<file path="config.mk">
export PLATFORM = sky130hd
export DESIGN_NAME = sdlp_top
export DESIGN_NICKNAME = d
export VERILOG_FILES = /design/src/rtl/sdlp_dll.v /design/src/rtl/sdlp_sync2.v /design/src/rtl/sdlp_top.v
export VERILOG_INCLUDE_DIRS = /design/src /design/src/rtl
export SDC_FILE = /design/constraint.sdc
export NUM_CORES = 1
export LEC_CHECK = 0
export ABC_AREA = 1
export BUFFER_PORTS_ARGS = -buffer_cell sky130_fd_sc_hd__buf_2
export CAP_MARGIN = 10
export CORE_MARGIN = 1.5
export CORE_UTILIZATION = 40
export CTS_CLUSTER_DIAMETER = 40
export DETAILED_ROUTE_END_ITERATION = 10
export HOLD_SLACK_MARGIN = 0.12
export PLACE_DENSITY_LB_ADDON = 0.3
export SETUP_SLACK_MARGIN = 0.5
export SLEW_MARGIN = 20
export SYNTH_ARGS = -nofsm -noshare
export SYNTH_HDL_FRONTEND = slang
export SYNTH_HIERARCHICAL = 1
export SYNTH_SLANG_ARGS = --single-unit
export TNS_END_PERCENT = 50
</file>
<file path="constraint.sdc">
create_clock -name clk_sys_in -period 18.4 [get_ports clk_sys_in]
set_input_delay 3.68 -clock clk_sys_in [delete_from_list [all_inputs] [get_ports clk_sys_in]]
set_output_delay 3.68 -clock clk_sys_in [all_outputs]
set_load 0.05 [all_outputs]
</file>
<file path="src/rtl/sdlp_defs.vh">
`ifndef SDLP_DEFS_VH
`define SDLP_DEFS_VH
// register byte offsets
`define SDLP_OFS_TIMING2 12'h000
`define SDLP_OFS_LOWPWR 12'h004
`define SDLP_OFS_MEMTYPE 12'h008
`define SDLP_OFS_DLLSTAT 12'h00C
`define SDLP_OFS_SCHED 12'h010
`define SDLP_OFS_WPROT 12'h014
`define SDLP_OFS_DELAY0 12'h020
`define SDLP_NUM_DELAY 3'h5
// low-power field positions
`define SDLP_LP_CMD_LSB 0
`define SDLP_LP_CLKFR_BIT 2
`define SDLP_LP_PARTIAL_ARRAY_REFRESH_LSB 4
`define SDLP_LP_TCR_LSB 8
`define SDLP_LP_DS_LSB 10
`define SDLP_LP_TOUT_LSB 12
`define SDLP_LP_POWERDOWN_EXIT_SPEED_BIT 16
`define SDLP_LP_RESET 32'h00010000
`define SDLP_LP_WMASK 32'h00013F77
// memory type
`define SDLP_MT_SDR 3'h0
`define SDLP_MT_LPSDR 3'h1
`define SDLP_MT_LPDDR 3'h3
`define SDLP_MT_DDR2 3'h6
`define SDLP_MD_RESET 32'h00000010
`define SDLP_MD_WMASK 32'h00000017
`define SDLP_HS_WMASK 32'h00000006
`define SDLP_T2_WMASK 32'h0000F000
`define SDLP_T2_READ_TO_PRECHARGE_DELAY_LSB 12
// low-power commands
`define SDLP_CMD_NONE 2'h0
`define SDLP_CMD_SREF 2'h1
`define SDLP_CMD_PDOWN 2'h2
`define SDLP_CMD_DPD 2'h3
// idle timeouts in cycles
`define SDLP_TOUT_64 8'h40
`define SDLP_TOUT_128 8'h80
`endif

</file>
<file path="src/rtl/sdlp_dll.v">
`timescale 1ns/1ps
// master delay counter: tracks phase, saturates at max and forces lock
module sdlp_dll (
  input wire clk_sys_in, // controller clock
  input wire rst_in, // async reset
  input wire phase_late_in, // line too short, count up
  input wire phase_early_in, // line too long, count down
  output reg [7:0] value_out, // master delay value
  output reg up_out, // counter incrementing
  output reg down_out, // counter decrementing
  output reg overflow_out, // saturated at maximum
  output reg lock_out // master locked
);
  always @(posedge clk_sys_in or posedge rst_in) begin
    if (rst_in) begin
      value_out <= 8'h00;
      up_out <= 1'b0;
      down_out <= 1'b0;
      overflow_out <= 1'b0;
      lock_out <= 1'b0;
    end else begin
      up_out <= 1'b0;
      down_out <= 1'b0;
      if (overflow_out) begin
        lock_out <= 1'b1; // stays locked: clock too slow for the line
      end else if (phase_late_in && !phase_early_in) begin
        if (value_out == 8'hFF) begin
          overflow_out <= 1'b1;
          lock_out <= 1'b1;
        end else begin
          value_out <= value_out + 8'h01;
          up_out <= 1'b1;
          lock_out <= 1'b0;
        end
      end else if (phase_early_in && !phase_late_in) begin
        if (value_out != 8'h00) begin
          value_out <= value_out - 8'h01;
          down_out <= 1'b1;
        end
        lock_out <= 1'b0;
      end else begin
        lock_out <= 1'b1;
      end
    end
  end
endmodule

</file>
<file path="src/rtl/sdlp_sync2.v">
`timescale 1ns/1ps
// two-flop synchroniser for a level from outside the clock domain
module sdlp_sync2 (
  input wire clk_sys_in, // controller clock
  input wire rst_in, // async reset
  input wire d_in, // asynchronous level
  output reg q_out // synchronised level
);
  reg meta;
  // meta feeds only the second flop
  always @(posedge clk_sys_in or posedge rst_in) begin
    if (rst_in) begin
      meta <= 1'b0;
      q_out <= 1'b0;
    end else begin
      meta <= d_in;
      q_out <= meta;
    end
  end
endmodule

</file>
<file path="src/rtl/sdlp_top.v">
// Design decisions made here: the address map and the APB slave port.
`timescale 1ns/1ps
`include "sdlp_defs.vh"
module sdlp_top (
  input wire clk_sys_in, // controller clock, 200 MHz
  input wire rst_in, // async reset, active high
  input wire psel_in, // apb select
  input wire penable_in, // apb enable
  input wire pwrite_in, // apb direction
  input wire [11:0] paddr_in, // apb byte address
  input wire [31:0] pwdata_in, // apb write data
  output wire [31:0] prdata_out, // apb read data
  output wire pready_out, // apb ready
  output wire pslverr_out, // apb error, unmapped address
  input wire access_req_in, // sequencer has an access pending
  input wire access_busy_in, // transfer in progress
  input wire init_done_in, // initialisation sequence done
  input wire bus_shared_in, // pin: external bus shared, async
  input wire phase_late_in, // dll phase detector: count up
  input wire phase_early_in, // dll phase detector: count down
  output reg [1:0] lp_cmd_out, // current low-power command state
  output reg cke_out, // memory clock enable
  output reg mem_clk_en_out, // memory clock running
  output reg ext_mode_wr_out, // pulse: write extended mode register
  output reg load_mode_wr_out, // pulse: write load mode register
  output reg [31:0] lp_cfg_out, // low-power configuration fields
  output reg [2:0] memory_type_out, // attached memory type
  output reg bus_width_select_out, // 1 = 16-bit bus
  output reg optimisation_disable_out, // scheduling optimisation off
  output reg early_read_disable_out, // anticipated reads off
  output reg [3:0] read_to_precharge_delay_out, // read to precharge
  output reg [7:0] master_delay_value_out, // strobe delay line setting
  output reg [159:0] line_element_count_out // all delay fields
);
  localparam ST_ACTIVE = 3'h0;
  localparam ST_IDLE = 3'h1;
  localparam ST_MODEWR = 3'h2;
  localparam ST_LOWPWR = 3'h3;
  localparam ST_EXIT = 3'h4;

  reg [31:0] low_power_control;
  reg [31:0] memory_type_select;
  reg [31:0] scheduling_options;
  reg [31:0] timing2;
  reg [31:0] io_delay_config [0:4];
  reg write_protect_enable;
  reg emr_dirty;
  reg mr_dirty;
  reg [2:0] state;
  reg [2:0] next_state;
  reg [7:0] idle_cnt;
  reg [31:0] rdata;
  reg [31:0] rdata_q;
  reg hit;
  wire shared_sync;
  wire [7:0] dll_val;
  wire dll_up;
  wire dll_down;
  wire dll_ovf;
  wire dll_lock;
  integer i;

  wire wr_cyc = psel_in && penable_in && pwrite_in;
  wire [1:0] cmd = low_power_control[1:0];
  wire [1:0] tout = low_power_control[13:12];
  wire lp_mem = (memory_type_select[2:0] == `SDLP_MT_LPSDR) ||
    (memory_type_select[2:0] == `SDLP_MT_LPDDR);
  wire busy = access_req_in || access_busy_in;

  // takes write data in bits that software may write and keeps the old value of the rest
  function [31:0] merge;
    input [31:0] old;
    input [31:0] nw;
    input [31:0] msk;
    begin
      merge = (old & ~msk) | (nw & msk);
    end
  endfunction

  // low-power word as a write would leave it; reserved bits never move,
  // so a stray one in write data cannot mark the mode registers stale
  wire [31:0] lp_new = merge(low_power_control, pwdata_in, `SDLP_LP_WMASK);

  // idle cycles needed before entry; 11 is reserved, treated as immediate
  function [7:0] tout_cycles;
    input [1:0] t;
    begin
      case (t)
        2'h1: tout_cycles = `SDLP_TOUT_64;
        2'h2: tout_cycles = `SDLP_TOUT_128;
        default: tout_cycles = 8'h00;
      endcase
    end
  endfunction

  // slot of a delay register, or 3'h7 when the address is none of them
  function [2:0] delay_slot;
    input [11:0] a;
    reg [11:0] d;
    begin
      d = a - `SDLP_OFS_DELAY0;
      if (d[1:0] == 2'h0 && d[11:2] < {7'h0, `SDLP_NUM_DELAY}) begin
        delay_slot = d[4:2];
      end else begin
        delay_slot = 3'h7;
      end
    end
  endfunction

  // bus-sharing pin comes from outside the domain
  sdlp_sync2 u_sync (
    .clk_sys_in(clk_sys_in),
    .rst_in(rst_in),
    .d_in(bus_shared_in),
    .q_out(shared_sync)
  );

  sdlp_dll u_dll (
    .clk_sys_in(clk_sys_in),
    .rst_in(rst_in),
    .phase_late_in(phase_late_in),
    .phase_early_in(phase_early_in),
    .value_out(dll_val),
    .up_out(dll_up),
    .down_out(dll_down),
    .overflow_out(dll_ovf),
    .lock_out(dll_lock)
  );

  // apb always answers in the access cycle, no wait states
  assign pready_out = 1'b1;
  assign pslverr_out = psel_in && penable_in && !hit;

  // register writes; protected registers ignore writes while protected
  always @(posedge clk_sys_in or posedge rst_in) begin
    if (rst_in) begin
      low_power_control <= `SDLP_LP_RESET;
      memory_type_select <= `SDLP_MD_RESET;
      scheduling_options <= 32'h00000000;
      timing2 <= 32'h00000000;
      write_protect_enable <= 1'b0;
      for (i = 0; i < 5; i = i + 1) begin
        io_delay_config[i] <= 32'h00000000;
      end
    end else if (wr_cyc) begin
      case (paddr_in)
        `SDLP_OFS_LOWPWR: low_power_control <=
          merge(low_power_control, pwdata_in, `SDLP_LP_WMASK);
        `SDLP_OFS_MEMTYPE: begin
          if (!write_protect_enable) begin
            memory_type_select <=
              merge(memory_type_select, pwdata_in, `SDLP_MD_WMASK);
          end
        end
        `SDLP_OFS_SCHED: begin
          if (!write_protect_enable) begin
            scheduling_options <=
              merge(scheduling_options, pwdata_in, `SDLP_HS_WMASK);
          end
        end
        `SDLP_OFS_TIMING2: begin
          if (!write_protect_enable) begin
            timing2 <= merge(timing2, pwdata_in, `SDLP_T2_WMASK);
          end
        end
        `SDLP_OFS_WPROT: write_protect_enable <= pwdata_in[0];
        default: begin
          if (delay_slot(paddr_in) != 3'h7) begin
            io_delay_config[delay_slot(paddr_in)] <= pwdata_in;
          end
        end
      endcase
    end
  end

  // dirty flags: a write that changes a field wins over the clear
  always @(posedge clk_sys_in or posedge rst_in) begin
    if (rst_in) begin
      emr_dirty <= 1'b0;
      mr_dirty <= 1'b0;
    end else begin
      if (wr_cyc && paddr_in == `SDLP_OFS_LOWPWR && init_done_in &&
          lp_new[11:4] != low_power_control[11:4]) begin
        emr_dirty <= 1'b1;
      end else if (state == ST_MODEWR) begin
        emr_dirty <= 1'b0;
      end
      if (wr_cyc && paddr_in == `SDLP_OFS_LOWPWR && init_done_in &&
          lp_new[`SDLP_LP_POWERDOWN_EXIT_SPEED_BIT] !=
          low_power_control[`SDLP_LP_POWERDOWN_EXIT_SPEED_BIT]) begin
        mr_dirty <= 1'b1;
      end else if (state == ST_MODEWR) begin
        mr_dirty <= 1'b0;
      end
    end
  end

  // read mux
  always @* begin
    rdata = 32'h00000000;
    hit = 1'b1;
    case (paddr_in)
      `SDLP_OFS_LOWPWR: rdata = low_power_control;
      `SDLP_OFS_MEMTYPE: rdata = memory_type_select;
      `SDLP_OFS_SCHED: rdata = scheduling_options;
      `SDLP_OFS_TIMING2: rdata = timing2;
      `SDLP_OFS_WPROT: rdata = {31'h0, write_protect_enable};
      `SDLP_OFS_DLLSTAT:
        rdata = {16'h0, dll_val, 5'h0, dll_ovf, dll_down, dll_up};
      default: begin
        if (delay_slot(paddr_in) != 3'h7) begin
          rdata = io_delay_config[delay_slot(paddr_in)];
        end else begin
          hit = 1'b0;
        end
      end
    endcase
  end

  // read word captured in the setup cycle and shown through the access
  // cycle: a flopped data output still meets the zero-wait answer
  always @(posedge clk_sys_in or posedge rst_in) begin
    if (rst_in) begin
      rdata_q <= 32'h00000000;
    end else if (psel_in && !penable_in && !pwrite_in) begin
      rdata_q <= rdata;
    end else begin
      rdata_q <= 32'h00000000;
    end
  end
  assign prdata_out = rdata_q;

  // low-power sequencer next state
  always @* begin
    next_state = state;
    case (state)
      ST_ACTIVE: begin
        if (!busy && cmd != `SDLP_CMD_NONE) begin
          next_state = ST_IDLE;
        end
      end
      ST_IDLE: begin
        if (busy || cmd == `SDLP_CMD_NONE) begin
          next_state = ST_ACTIVE;
        end else if (idle_cnt >= tout_cycles(tout)) begin
          if (cmd == `SDLP_CMD_DPD && !lp_mem) begin
            next_state = ST_IDLE;
          end else if (cmd == `SDLP_CMD_SREF && !shared_sync &&
              (emr_dirty || mr_dirty)) begin
            next_state = ST_MODEWR;
          end else begin
            next_state = ST_LOWPWR;
          end
        end
      end
      ST_MODEWR: next_state = ST_LOWPWR;
      ST_LOWPWR: begin
        if (busy && lp_cmd_out != `SDLP_CMD_DPD) begin
          next_state = ST_EXIT;
        end else if (cmd == `SDLP_CMD_NONE) begin
          next_state = ST_EXIT;
        end
      end
      ST_EXIT: next_state = ST_ACTIVE;
      default: next_state = ST_ACTIVE;
    endcase
  end

  // sequencer state, idle counter and memory-facing controls
  always @(posedge clk_sys_in or posedge rst_in) begin
    if (rst_in) begin
      state <= ST_ACTIVE;
      idle_cnt <= 8'h00;
      lp_cmd_out <= `SDLP_CMD_NONE;
      cke_out <= 1'b1;
      mem_clk_en_out <= 1'b1;
      ext_mode_wr_out <= 1'b0;
      load_mode_wr_out <= 1'b0;
    end else begin
      state <= next_state;
      ext_mode_wr_out <= 1'b0;
      load_mode_wr_out <= 1'b0;
      if (state == ST_IDLE && next_state == ST_IDLE && idle_cnt != 8'hFF) begin
        idle_cnt <= idle_cnt + 8'h01;
      end else begin
        idle_cnt <= 8'h00;
      end
      if (next_state == ST_MODEWR) begin
        ext_mode_wr_out <= emr_dirty;
        load_mode_wr_out <= mr_dirty;
      end
      if (next_state == ST_LOWPWR && state != ST_LOWPWR) begin
        lp_cmd_out <= cmd;
        cke_out <= 1'b0;
        // self refresh always stops clock; others only when frozen
        mem_clk_en_out <= !(cmd == `SDLP_CMD_SREF ||
          low_power_control[`SDLP_LP_CLKFR_BIT]);
      end else if (next_state == ST_EXIT) begin
        lp_cmd_out <= `SDLP_CMD_NONE;
        cke_out <= 1'b1;
        mem_clk_en_out <= 1'b1;
      end
    end
  end

  // configuration fields registered out to the command sequencer
  always @(posedge clk_sys_in or posedge rst_in) begin
    if (rst_in) begin
      lp_cfg_out <= `SDLP_LP_RESET;
      memory_type_out <= `SDLP_MT_SDR;
      bus_width_select_out <= 1'b1;
      optimisation_disable_out <= 1'b0;
      early_read_disable_out <= 1'b0;
      read_to_precharge_delay_out <= 4'h0;
      master_delay_value_out <= 8'h00;
      line_element_count_out <= 160'h0;
    end else begin
      lp_cfg_out <= low_power_control;
      memory_type_out <= memory_type_select[2:0];
      bus_width_select_out <= memory_type_select[4];
      optimisation_disable_out <= scheduling_options[1];
      early_read_disable_out <= scheduling_options[2];
      read_to_precharge_delay_out <= timing2[15:12];
      if (dll_lock) begin
        master_delay_value_out <= dll_val;
      end
      for (i = 0; i < 5; i = i + 1) begin
        line_element_count_out[i*32 +: 32] <= io_delay_config[i];
      end
    end
  end
endmodule

</file>
### Word-level counts from Yosys, hierarchy flattened

Cells that the tools add are included.

| storage, ports and cells | value |
|---|---|
| flip-flop bits (word level) | 564 |
| bits of input ports | 55 |
| output and inout bits | 250 |
| logic and storage cells | 194 |

| operators by class | value |
|---|---|
| add/subtract/negate cells | 4 |
| magnitude comparators | 5 |
| eq/ne operators | 27 |
| multiplexer cells | 59 |
| bitwise logic cells | 9 |
| reductions and logical operators | 55 |

Operators with widths:

| kind | number |
|---|---|
| $pmux W32 S6 | 1 |
| $bwmux W160 | 1 |
| $mux W32 | 5 |
| $bmux W32 S3 | 1 |
| $demux W32 S3 | 1 |
| $mux W8 | 7 |
| $mux W3 | 14 |
| $or A32 B16 Y32 | 1 |
| $or A32 B17 Y32 | 1 |
| $or A32 B3 Y32 | 1 |
| $or A32 B5 Y32 | 1 |
| $eq A12 B4 Y1 const B | 2 |
| $eq A12 B5 Y1 const B | 2 |
| $mux W1 | 24 |
| $logic_and A1 B1 Y1 | 21 |
| $add A8 B1 Y8 const B | 2 |
| $pmux W8 S2 | 1 |
| $eq A3 B2 Y1 const B | 5 |
| $eq A12 B3 Y1 const B | 1 |
| $logic_not A12 Y1 | 1 |
| $pmux W3 S4 | 1 |
| $reduce_and A3 Y1 | 4 |
| $reduce_bool A2 Y1 | 6 |
| $sub A12 B6 Y12 const B | 1 |
| other kinds (28) | 54 |

### Logic depth before layout (Yosys ltp)

Gate-level depths: netlist of the first run.

| depth | value |
|---|---|
| depth after elaboration | 16 |
| depth in mapped cells | 16 |
| mapped depth without buffers | 15 |

### Modules after synthesis

The synthesis of the first run kept the hierarchy.

Modules (own cells, without submodules):

| module | times used | cells an instance | area each (um^2) | sequential area each (um^2) |
|---|---|---|---|---|
| sdlp_top | 1 | 1644 | 16563.4 | 10667.7 |
| sdlp_dll | 1 | 121 | 890.9 | 300.3 |
| sdlp_sync2 | 1 | 3 | 53.8 | 50.0 |

### Least setup slack after synthesis of the first run

No wires, ideal clock.

| timing | value |
|---|---|
| path type | input -> output |
| start point | in paddr_in[5] |
| end point | out pslverr_out |
| data arrival time | 5833 ps |
| data required time | 14720 ps |
| slack | 8887 ps |
| stages on the path | 7 |
| path buffers | 0 |
| cell sequence | inv_2 > ha_1 > nand3_1 > nor2_4 > nand2_1 > o21ai_0 > nor4_1 |

| between the ends | value |
|---|---|
| cells in the longest elaborated chain, start to end | 10 |
| elaborated cells between the ends (all ways) | 17 |
| those cells by class | add/sub (1); order compare (1); eq/ne (6); mux (4); reduce/logical (5) |

RTL lines:

| item | RTL line | RTL |
|---|---|---|
| start: declaration | sdlp_top.v:10 | `input wire [11:0] paddr_in,` |
| $sub A12 B6 Y12 (no source line) | n/a |  |
| $lt A10 B3 Y1 | sdlp_top.v:102 | `` if (d[1:0] == 2'h0 && d[11:2] < {7'h0, `SDLP_NUM_DELAY}) begin `` |
| $logic_and A1 B1 Y1 | sdlp_top.v:102 |  |
| $mux W3 | sdlp_top.v:102 |  |
| $mux W3 | sdlp_top.v:202 | `case (paddr_in)` |
| $ne A3 B3 Y1 | sdlp_top.v:211 | `if (delay_slot(paddr_in) != 3'h7) begin` |
| $mux W1 | sdlp_top.v:211 |  |
| $mux W1 (*) | sdlp_top.v:202 |  |
| $logic_not A1 Y1 (*) | sdlp_top.v:132 | `assign pslverr_out = psel_in && penable_in && !hit;` |
| $logic_and A1 B1 Y1 (*) | sdlp_top.v:132 |  |
| end: declaration | sdlp_top.v:14 | `output wire pslverr_out,` |

Mark *: on every way between the ends. The rest lies on a longest branch, timed or not. The select of a mux whose other input is x is not followed.

### Worst setup path in the final report of the first run

| timing | value |
|---|---|
| start point | in paddr_in[2] |
| end point | out pslverr_out |

Same word-level chain as after synthesis.

==> metrics.csv, run 1 <==
stage,metric,value,unit
finish,fin_nets,2124,
finish,syn2layout_area_growth,22.8,%
sta,finalSetupTns,0,ns
cts,cts_buffer_depth,3,
sta,clock.fmax,0.108,GHz
cts,cts_htree_levels,2,
sta,setup_viol,0,
sta,tightest_slew,1.02,ns
cts,cts_made_buffers,60,
floorplanning,dieArea,45000,um^2
global_routing,grt_max_degree,157,
floorplanning,num_rows,76,
logic_synthesis,yosysUniqueCellTypes,49,
job,drv_cap,0,
cts,path_clk_slew,0.05,ns
sta,fin_crit_sh,50.3,%
sta,hold_viol_final,0,
sta,drv_slew,0,
critical_path,path_max_fanout,32,
global_routing,gr-usage-all-layers,21.9,%
cts,cts_root_buffer,clkbuf_16,
floorplanning,core-area,43200,um^2
placed_design,place_congestion,0.865,
global_routing,antenna_found_initial,0,
run_status,status,"finished, final reports clean",
cts,cts_resized,0,
floorplanning,die_h,212,um
cts,clkSinkCount,440,
logic_synthesis,yosysSeqAreaShare,62.9,%
floorplanning,io_pins,305,
logic_synthesis,synthFlopType,dfrtp_1,
sta,rsz0062_at_grt,false,
logic_synthesis,ys_warn_count,6,
power,powerDensity,104,nW/um^2
finish,drive_gt1_share,22.0,%
critical_path,r2r_slack,16.39,ns
power,ir_drop,0.0660,mV
route,drt_first_pass_iters,5,
route,drt-initial-drc-count,1066,
route,vias,12900,
critical_path,critical_path_class,primary input to output port,
route,route.detailed.drc,0,
cts,post_cts.repair.setup_buffers,0,
route,wl,48.6,mm
global_routing,overflow,0,
finish,final_cells,2692,
route,vias_per_cell,4.79,
logic_synthesis,synth_edf_count,0,
placed_design,portBuffers,284,
global_routing,grt_pass1_vias,12800,
placed_design,hpwl,33.1,mm
power,p_leak,0.0112,uW
critical_path,cp.required,14.72,ns
cts,cts_tree,built,
logic_synthesis,synth_cells,1768,
finish,diodes,0,
critical_path,startpoint_type,primary input,
critical_path,endpoint_kind,output port,
global_routing,grt_pass1_wl,74.6,mm
floorplanning,start_util,40.6,%
logic_synthesis,yosys_register_bits,440,
floorplanning,die_x,212,um
sta,skew,0.0263,ns
sta,post-route-min-period,9.25,ns
logic_synthesis,synthArstFlopShare,100,%
cts,cts_hold_buf,0,
placed_design,place_inst,2578,
sta,slew_headroom,31.9,%
cts,clock_latency,0.62,ns
hold_path,min_path_type,flop to flop,
power,power,2230,uW
route,wl_per_cell,18.0,um
route,final_antenna_net_count,0,
logic_synthesis,synth.avg_cell_area,9.90,um^2
critical_path,critPathArrivalTime,5.57,ns
logic_synthesis,syn_area,17500,um^2
area by class of cell:
type                       instances  area [um^2]
fill                            3979        21700
clock inverter                    42          503
multi-input combinational        972         5020
timing repair buffer             293         1510
sequential                       440        11000
inverter                         289         1090
clock buffer                      71         1620
tap                              585          732
layout by cell type, fill, tap and decap left out, types with 4 or more instances in the layout:
cell | netlist | final
a21oi_1 | 27 | 27
a22o_1 | 6 | 6
buf_2 | 40 | 284
buf_4 | 25 | 7
bufinv_16 | 0 | 6
clkbuf_16 | 0 | 60
clkbuf_8 | 0 | 8
clkinv_2 | 0 | 6
clkinv_4 | 0 | 6
clkinvlp_4 | 0 | 7
conb_1 | 2 | 20
dfrtp_1 | 434 | 434
dfstp_2 | 6 | 6
ha_1 | 13 | 13
inv_1 | 280 | 279
inv_2 | 7 | 7
inv_6 | 0 | 11
inv_8 | 0 | 5
mux2_2 | 8 | 8
mux2i_1 | 32 | 32
nand2_1 | 372 | 372
nand2_2 | 7 | 7
nand3_1 | 47 | 47
nand4_1 | 53 | 53
nor2_1 | 100 | 100
nor2_2 | 5 | 4
nor2_4 | 7 | 8
nor3_1 | 7 | 5
nor3_2 | 2 | 4
nor3_4 | 4 | 4
o211ai_1 | 18 | 18
o21ai_0 | 67 | 67
o21ai_1 | 133 | 133
xnor2_1 | 9 | 9
xor2_1 | 10 | 10
through the flow:
stage	utilization [%]	cell area, um^2	setup slack (ns)	hold slack, ns
after CTS	49.8	21500	9.15	0.350
after floorplan	-	17600	2.87	0.331
after global placement	44.8	19400	9.19	0.335
after global routing	49.8	21500	8.97	0.356
after detailed placement	44.8	19400	9.14	0.337
final	49.8	21500	9.15	0.348
cells by family (layout without fill, tap and decap cells):
| group | after synthesis | count (layout) | synth area share [%] |
|---|---|---|---|
| multiplexers | 40 | 40 | 2.34 |
| adder cells (fa/ha/maj) | 13 | 13 | 0.929 |
| buffers and inverters | 374 | 695 | 8.88 |
| AND/OR/NAND/NOR | 617 | 617 | 15.8 |
| other | 2 | 20 | 0.0429 |
| flip-flops | 440 | 440 | 62.9 |
| AO/OA/AOI/OAI | 263 | 263 | 8.12 |
| XOR/XNOR | 19 | 19 | 0.950 |
worst max-delay path, stage by stage:
cell and delay, ns:
buf_2 0.50, inv_2 0.45, nor2_1 0.23, nand2_1 0.10, nor2_1 0.24, nor4_1 0.10
buf_2 0.24
registers in the layout, summed over array words and instances (netlist names), 2 cells and up:
| name | cells |
|---|---|
| idle_cnt | 8 |
| prdata_out | 32 |
| memory_type_select | 4 |
| lp_cmd_out | 2 |
| lp_cfg_out | 13 |
| low_power_control | 13 |
| scheduling_options | 2 |
| master_delay_value_out | 8 |
| timing2 | 4 |
| state | 3 |
| u_dll/value_out | 8 |
| line_element_count_out | 160 |
| memory_type_out | 3 |
| read_to_precharge_delay_out | 4 |
| io_delay_config | 160 |
power breakdown:
group,total (uW),internal (uW),switching (uW)
sequential,970,969,0.758
combinational,67.1,11.5,55.6
clock,1200,729,467
total,2230,1710,523
worst paths after layout:
path	from	to	cells after the start
worst max-delay path	paddr_in[2]	pslverr_out	7
worst min-delay path	u_sync/meta	u_sync/q_out	0
worst max register to register	low_power_control[12]	idle_cnt[6]	10
worst min register to register	u_sync/meta	u_sync/q_out	0
max in group asynchronous	rst_in	line_element_count_out[22]	4
min in group asynchronous	rst_in	u_sync/meta	2
routing by layer:
metal / routed length, um / up-vias / track usage (%) / part of all wire [%]
li1: - / 6128 / - / -
met5: 0 / - / 0 / 0
met2: 22300 / 458 / 34.4 / 46
met4: 1480 / 0 / 8.34 / 3.0
met1: 21500 / 6212 / 29.5 / 44
met3: 3320 / 103 / 5.13 / 6.8
synth_stat cells, types with 6 or more instances:
library cell	number	area [um^2]
nand3_1	47	235
o21ai_1	133	666
o211ai_1	18	135
nor3_1	7	35.0
nor2_1	100	375
a21oi_1	27	135
dfstp_2	6	158
dfrtp_1	434	10900
clkbuf_1	17	63.8
inv_2	7	26.3
nand4_1	53	332
nand2_2	7	43.8
mux2_2	8	90.1
mux2i_1	32	320
buf_2	40	200
xnor2_1	9	78.8
nand2_1	372	1400
o21ai_0	67	335
buf_4	25	188
a22o_1	6	52.6
ha_1	13	163
inv_1	280	1050
nor2_4	7	78.8
xor2_1	10	87.6
(Power assumes the default switching activity.)
==> inputs of run 2 (changes only) <==
==> constraint.sdc (replaced) <==
create_clock -name clk_sys_in -period 8.75 [get_ports clk_sys_in]
set_input_delay 1.75 -clock clk_sys_in [delete_from_list [all_inputs] [get_ports clk_sys_in]]
set_output_delay 1.75 -clock clk_sys_in [all_outputs]
set_load 0.05 [all_outputs]
==> run 2 against run 1 <==
Against the previous run:
- hold slack improved by 0.0038 ns
- via count rose by 0.87%
- global-route usage barely moved
- worst setup slack got worse by 5.8 ns
- combinational power rose by 110%
- sequential share of layout area rose by 0.31 points
- final cell count fell by 0.33%
- critical endpoint unchanged
- largest cell class unchanged
- largest power group unchanged
- highest routed layer is now met5
==> metrics.csv, run 2 (synthesis results as in run 1) <==
stage,metric,value,unit,change
run_status,status,"finished, final reports clean",,
floorplanning,core-area,43200,um^2,unchanged
cts,clock_latency,0.61,ns,about the same
placed_design,portBuffers,284,,unchanged
floorplanning,die_h,212,um,unchanged
finish,syn2layout_area_growth,22.1,%,
critical_path,path_max_fanout,32,,unchanged
cts,cts_resized,0,,unchanged
route,vias_per_cell,4.85,,+1.2%
placed_design,place_congestion,0.846,,-2.2%
cts,post_cts.repair.setup_buffers,0,,unchanged
finish,final_util,49.5,%,-0.30 points
cts,cts_buffer_depth,3,,unchanged
finish,final_common_cell,dfrtp_1,,
power,power,4580,uW,+110%
sta,hold_viol_final,0,,unchanged
global_routing,antenna_found_initial,2,,+2
sta,finalSetupTns,0,ns,unchanged
floorplanning,start_util,40.6,%,unchanged
finish,diodes,0,,unchanged
cts,clkSinkCount,440,,unchanged
sta,rsz0062_at_grt,false,,
power,p_leak,0.0111,uW,-0.49%
route,wl_per_cell,18.3,um,+1.1%
sta,fin_crit_sh,61.5,%,
floorplanning,num_rows,76,,unchanged
sta,whs,0.352,ns,+0.00384 ns
cts,cts_tree,built,,
critical_path,endpoint_kind,output port,,
route,route.detailed.drc,0,,unchanged
global_routing,grt_pass1_wl,74.7,mm,+0.17%
power,powerDensity,214,nW/um^2,+110%
cts,path_clk_slew,0.05,ns,about the same
global_routing,gr-usage-all-layers,21.9,%,+0.022 points
global_routing,overflow,0,,unchanged
cts,cts_htree_levels,2,,unchanged
critical_path,crit_path_top_delay_cell,buf_2,,
sta,post-route-min-period,5.38,ns,
global_routing,grt_pass1_vias,12600,,-2.1%
power,ir_drop,0.138,mV,+110%
sta,setup_viol,0,,unchanged
finish,fill_cells,4044,,+1.6%
finish,final_cells,2683,,-0.33%
route,final_antenna_net_count,0,,unchanged
finish,final_cell_mix,"dfrtp_1, nand2_1, buf_2",,
route,drt_first_pass_iters,6,,+1
global_routing,grt_max_degree,181,,+15%
route,wl,49.0,mm,+0.78%
cts,cts_made_buffers,58,,-3.3%
sta,skew,0.0129,ns,-0.0134 ns
job,drv_cap,0,,unchanged
critical_path,critPathArrivalTime,3.63,ns,-1.94 ns
floorplanning,die_x,212,um,unchanged
critical_path,cp_cell_sequence,buf_2 > inv_2 > nor2_1 > nand2_1 > nor2_1 > nor4_1 > buf_2,,
finish,fin_nets,2122,,-0.094%
floorplanning,io_pins,305,,unchanged
sta,tightest_slew,1.09,ns,+0.0685 ns
sta,clock.fmax,0.186,GHz,
sta,slew_headroom,27.5,%,-4.4 points
critical_path,critical_path_class,primary input to output port,,
sta,drv_slew,0,,unchanged
placed_design,hpwl,33.3,mm,+0.33%
finish,drive_gt1_share,21.5,%,-0.48 points
floorplanning,dieArea,45000,um^2,unchanged
hold_path,min_path_type,flop to flop,,
critical_path,startpoint_type,primary input,,
route,drt-initial-drc-count,1069,,+0.28%
cts,cts_hold_buf,0,,unchanged
critical_path,cp.required,7.00,ns,-7.72 ns
placed_design,place_inst,2578,,unchanged
route,vias,13000,,+0.87%
cts,cts_root_buffer,clkbuf_16,,
critical_path,critical-path-max-stage-delay,0.52,ns,+0.02 ns
==> run 2: layout make-up <==
class | instances | area, um^2 | area share [%]
sequential | 440 | 11000 | 51.6
clock buffer | 68 | 1540 | 7.21
timing repair buffer | 293 | 1530 | 7.14
clock inverter | 36 | 447 | 2.09
inverter | 289 | 1090 | 5.09
tap | 585 | 732 | 3.43
multi-input combinational | 972 | 5020 | 23.5
==> run 2: final timing paths <==
| check | startpoint | endpoint | slack (ns) | cells past startpoint |
|---|---|---|---|---|
| setup / recovery | paddr_in[2] | pslverr_out | 3.37 | 7 |
| hold / removal | u_sync/meta | u_sync/q_out | 0.35 | 0 |
| setup reg to reg | low_power_control[12] | idle_cnt[6] | 6.68 | 10 |
| hold reg to reg | u_sync/meta | u_sync/q_out | 0.35 | 0 |
| max in group asynchronous | rst_in | line_element_count_out[70] | 5.53 | 4 |
| min in group asynchronous | rst_in | u_sync/meta | 1.04 | 2 |
==> run 2: worst max-delay path: cells and delay by family <==
family                 cells  cell delay (ns)
buffers and inverters      3             1.21
and+or+nand+nor            4             0.66
==> run 2: layer usage <==
metal  share of wire (%)  routed length [um]  track usage [%]  up-vias
met3                 7.0                3420             4.43       88
met2                  47               22900             34.9      459
met5               0.027                  13                0        -
met4                 2.3                1110             7.48        2
met1                  44               21500             30.0     6337
li1                    -                   -                -     6127
==> run 2: stage by stage <==
stage / setup WS (ns) / instance area, um^2
after floorplan: 1.26 / 17600
after global placement: 3.39 / 19400
after detailed placement: 3.37 / 19400
after CTS: 3.37 / 21300
after global routing: 3.21 / 21400
final: 3.37 / 21400
==> run 2: report_power, final <==
group,switching [uW],internal [uW]
logic,117,24.6
registers,1.64,2040
clock network,942,1460
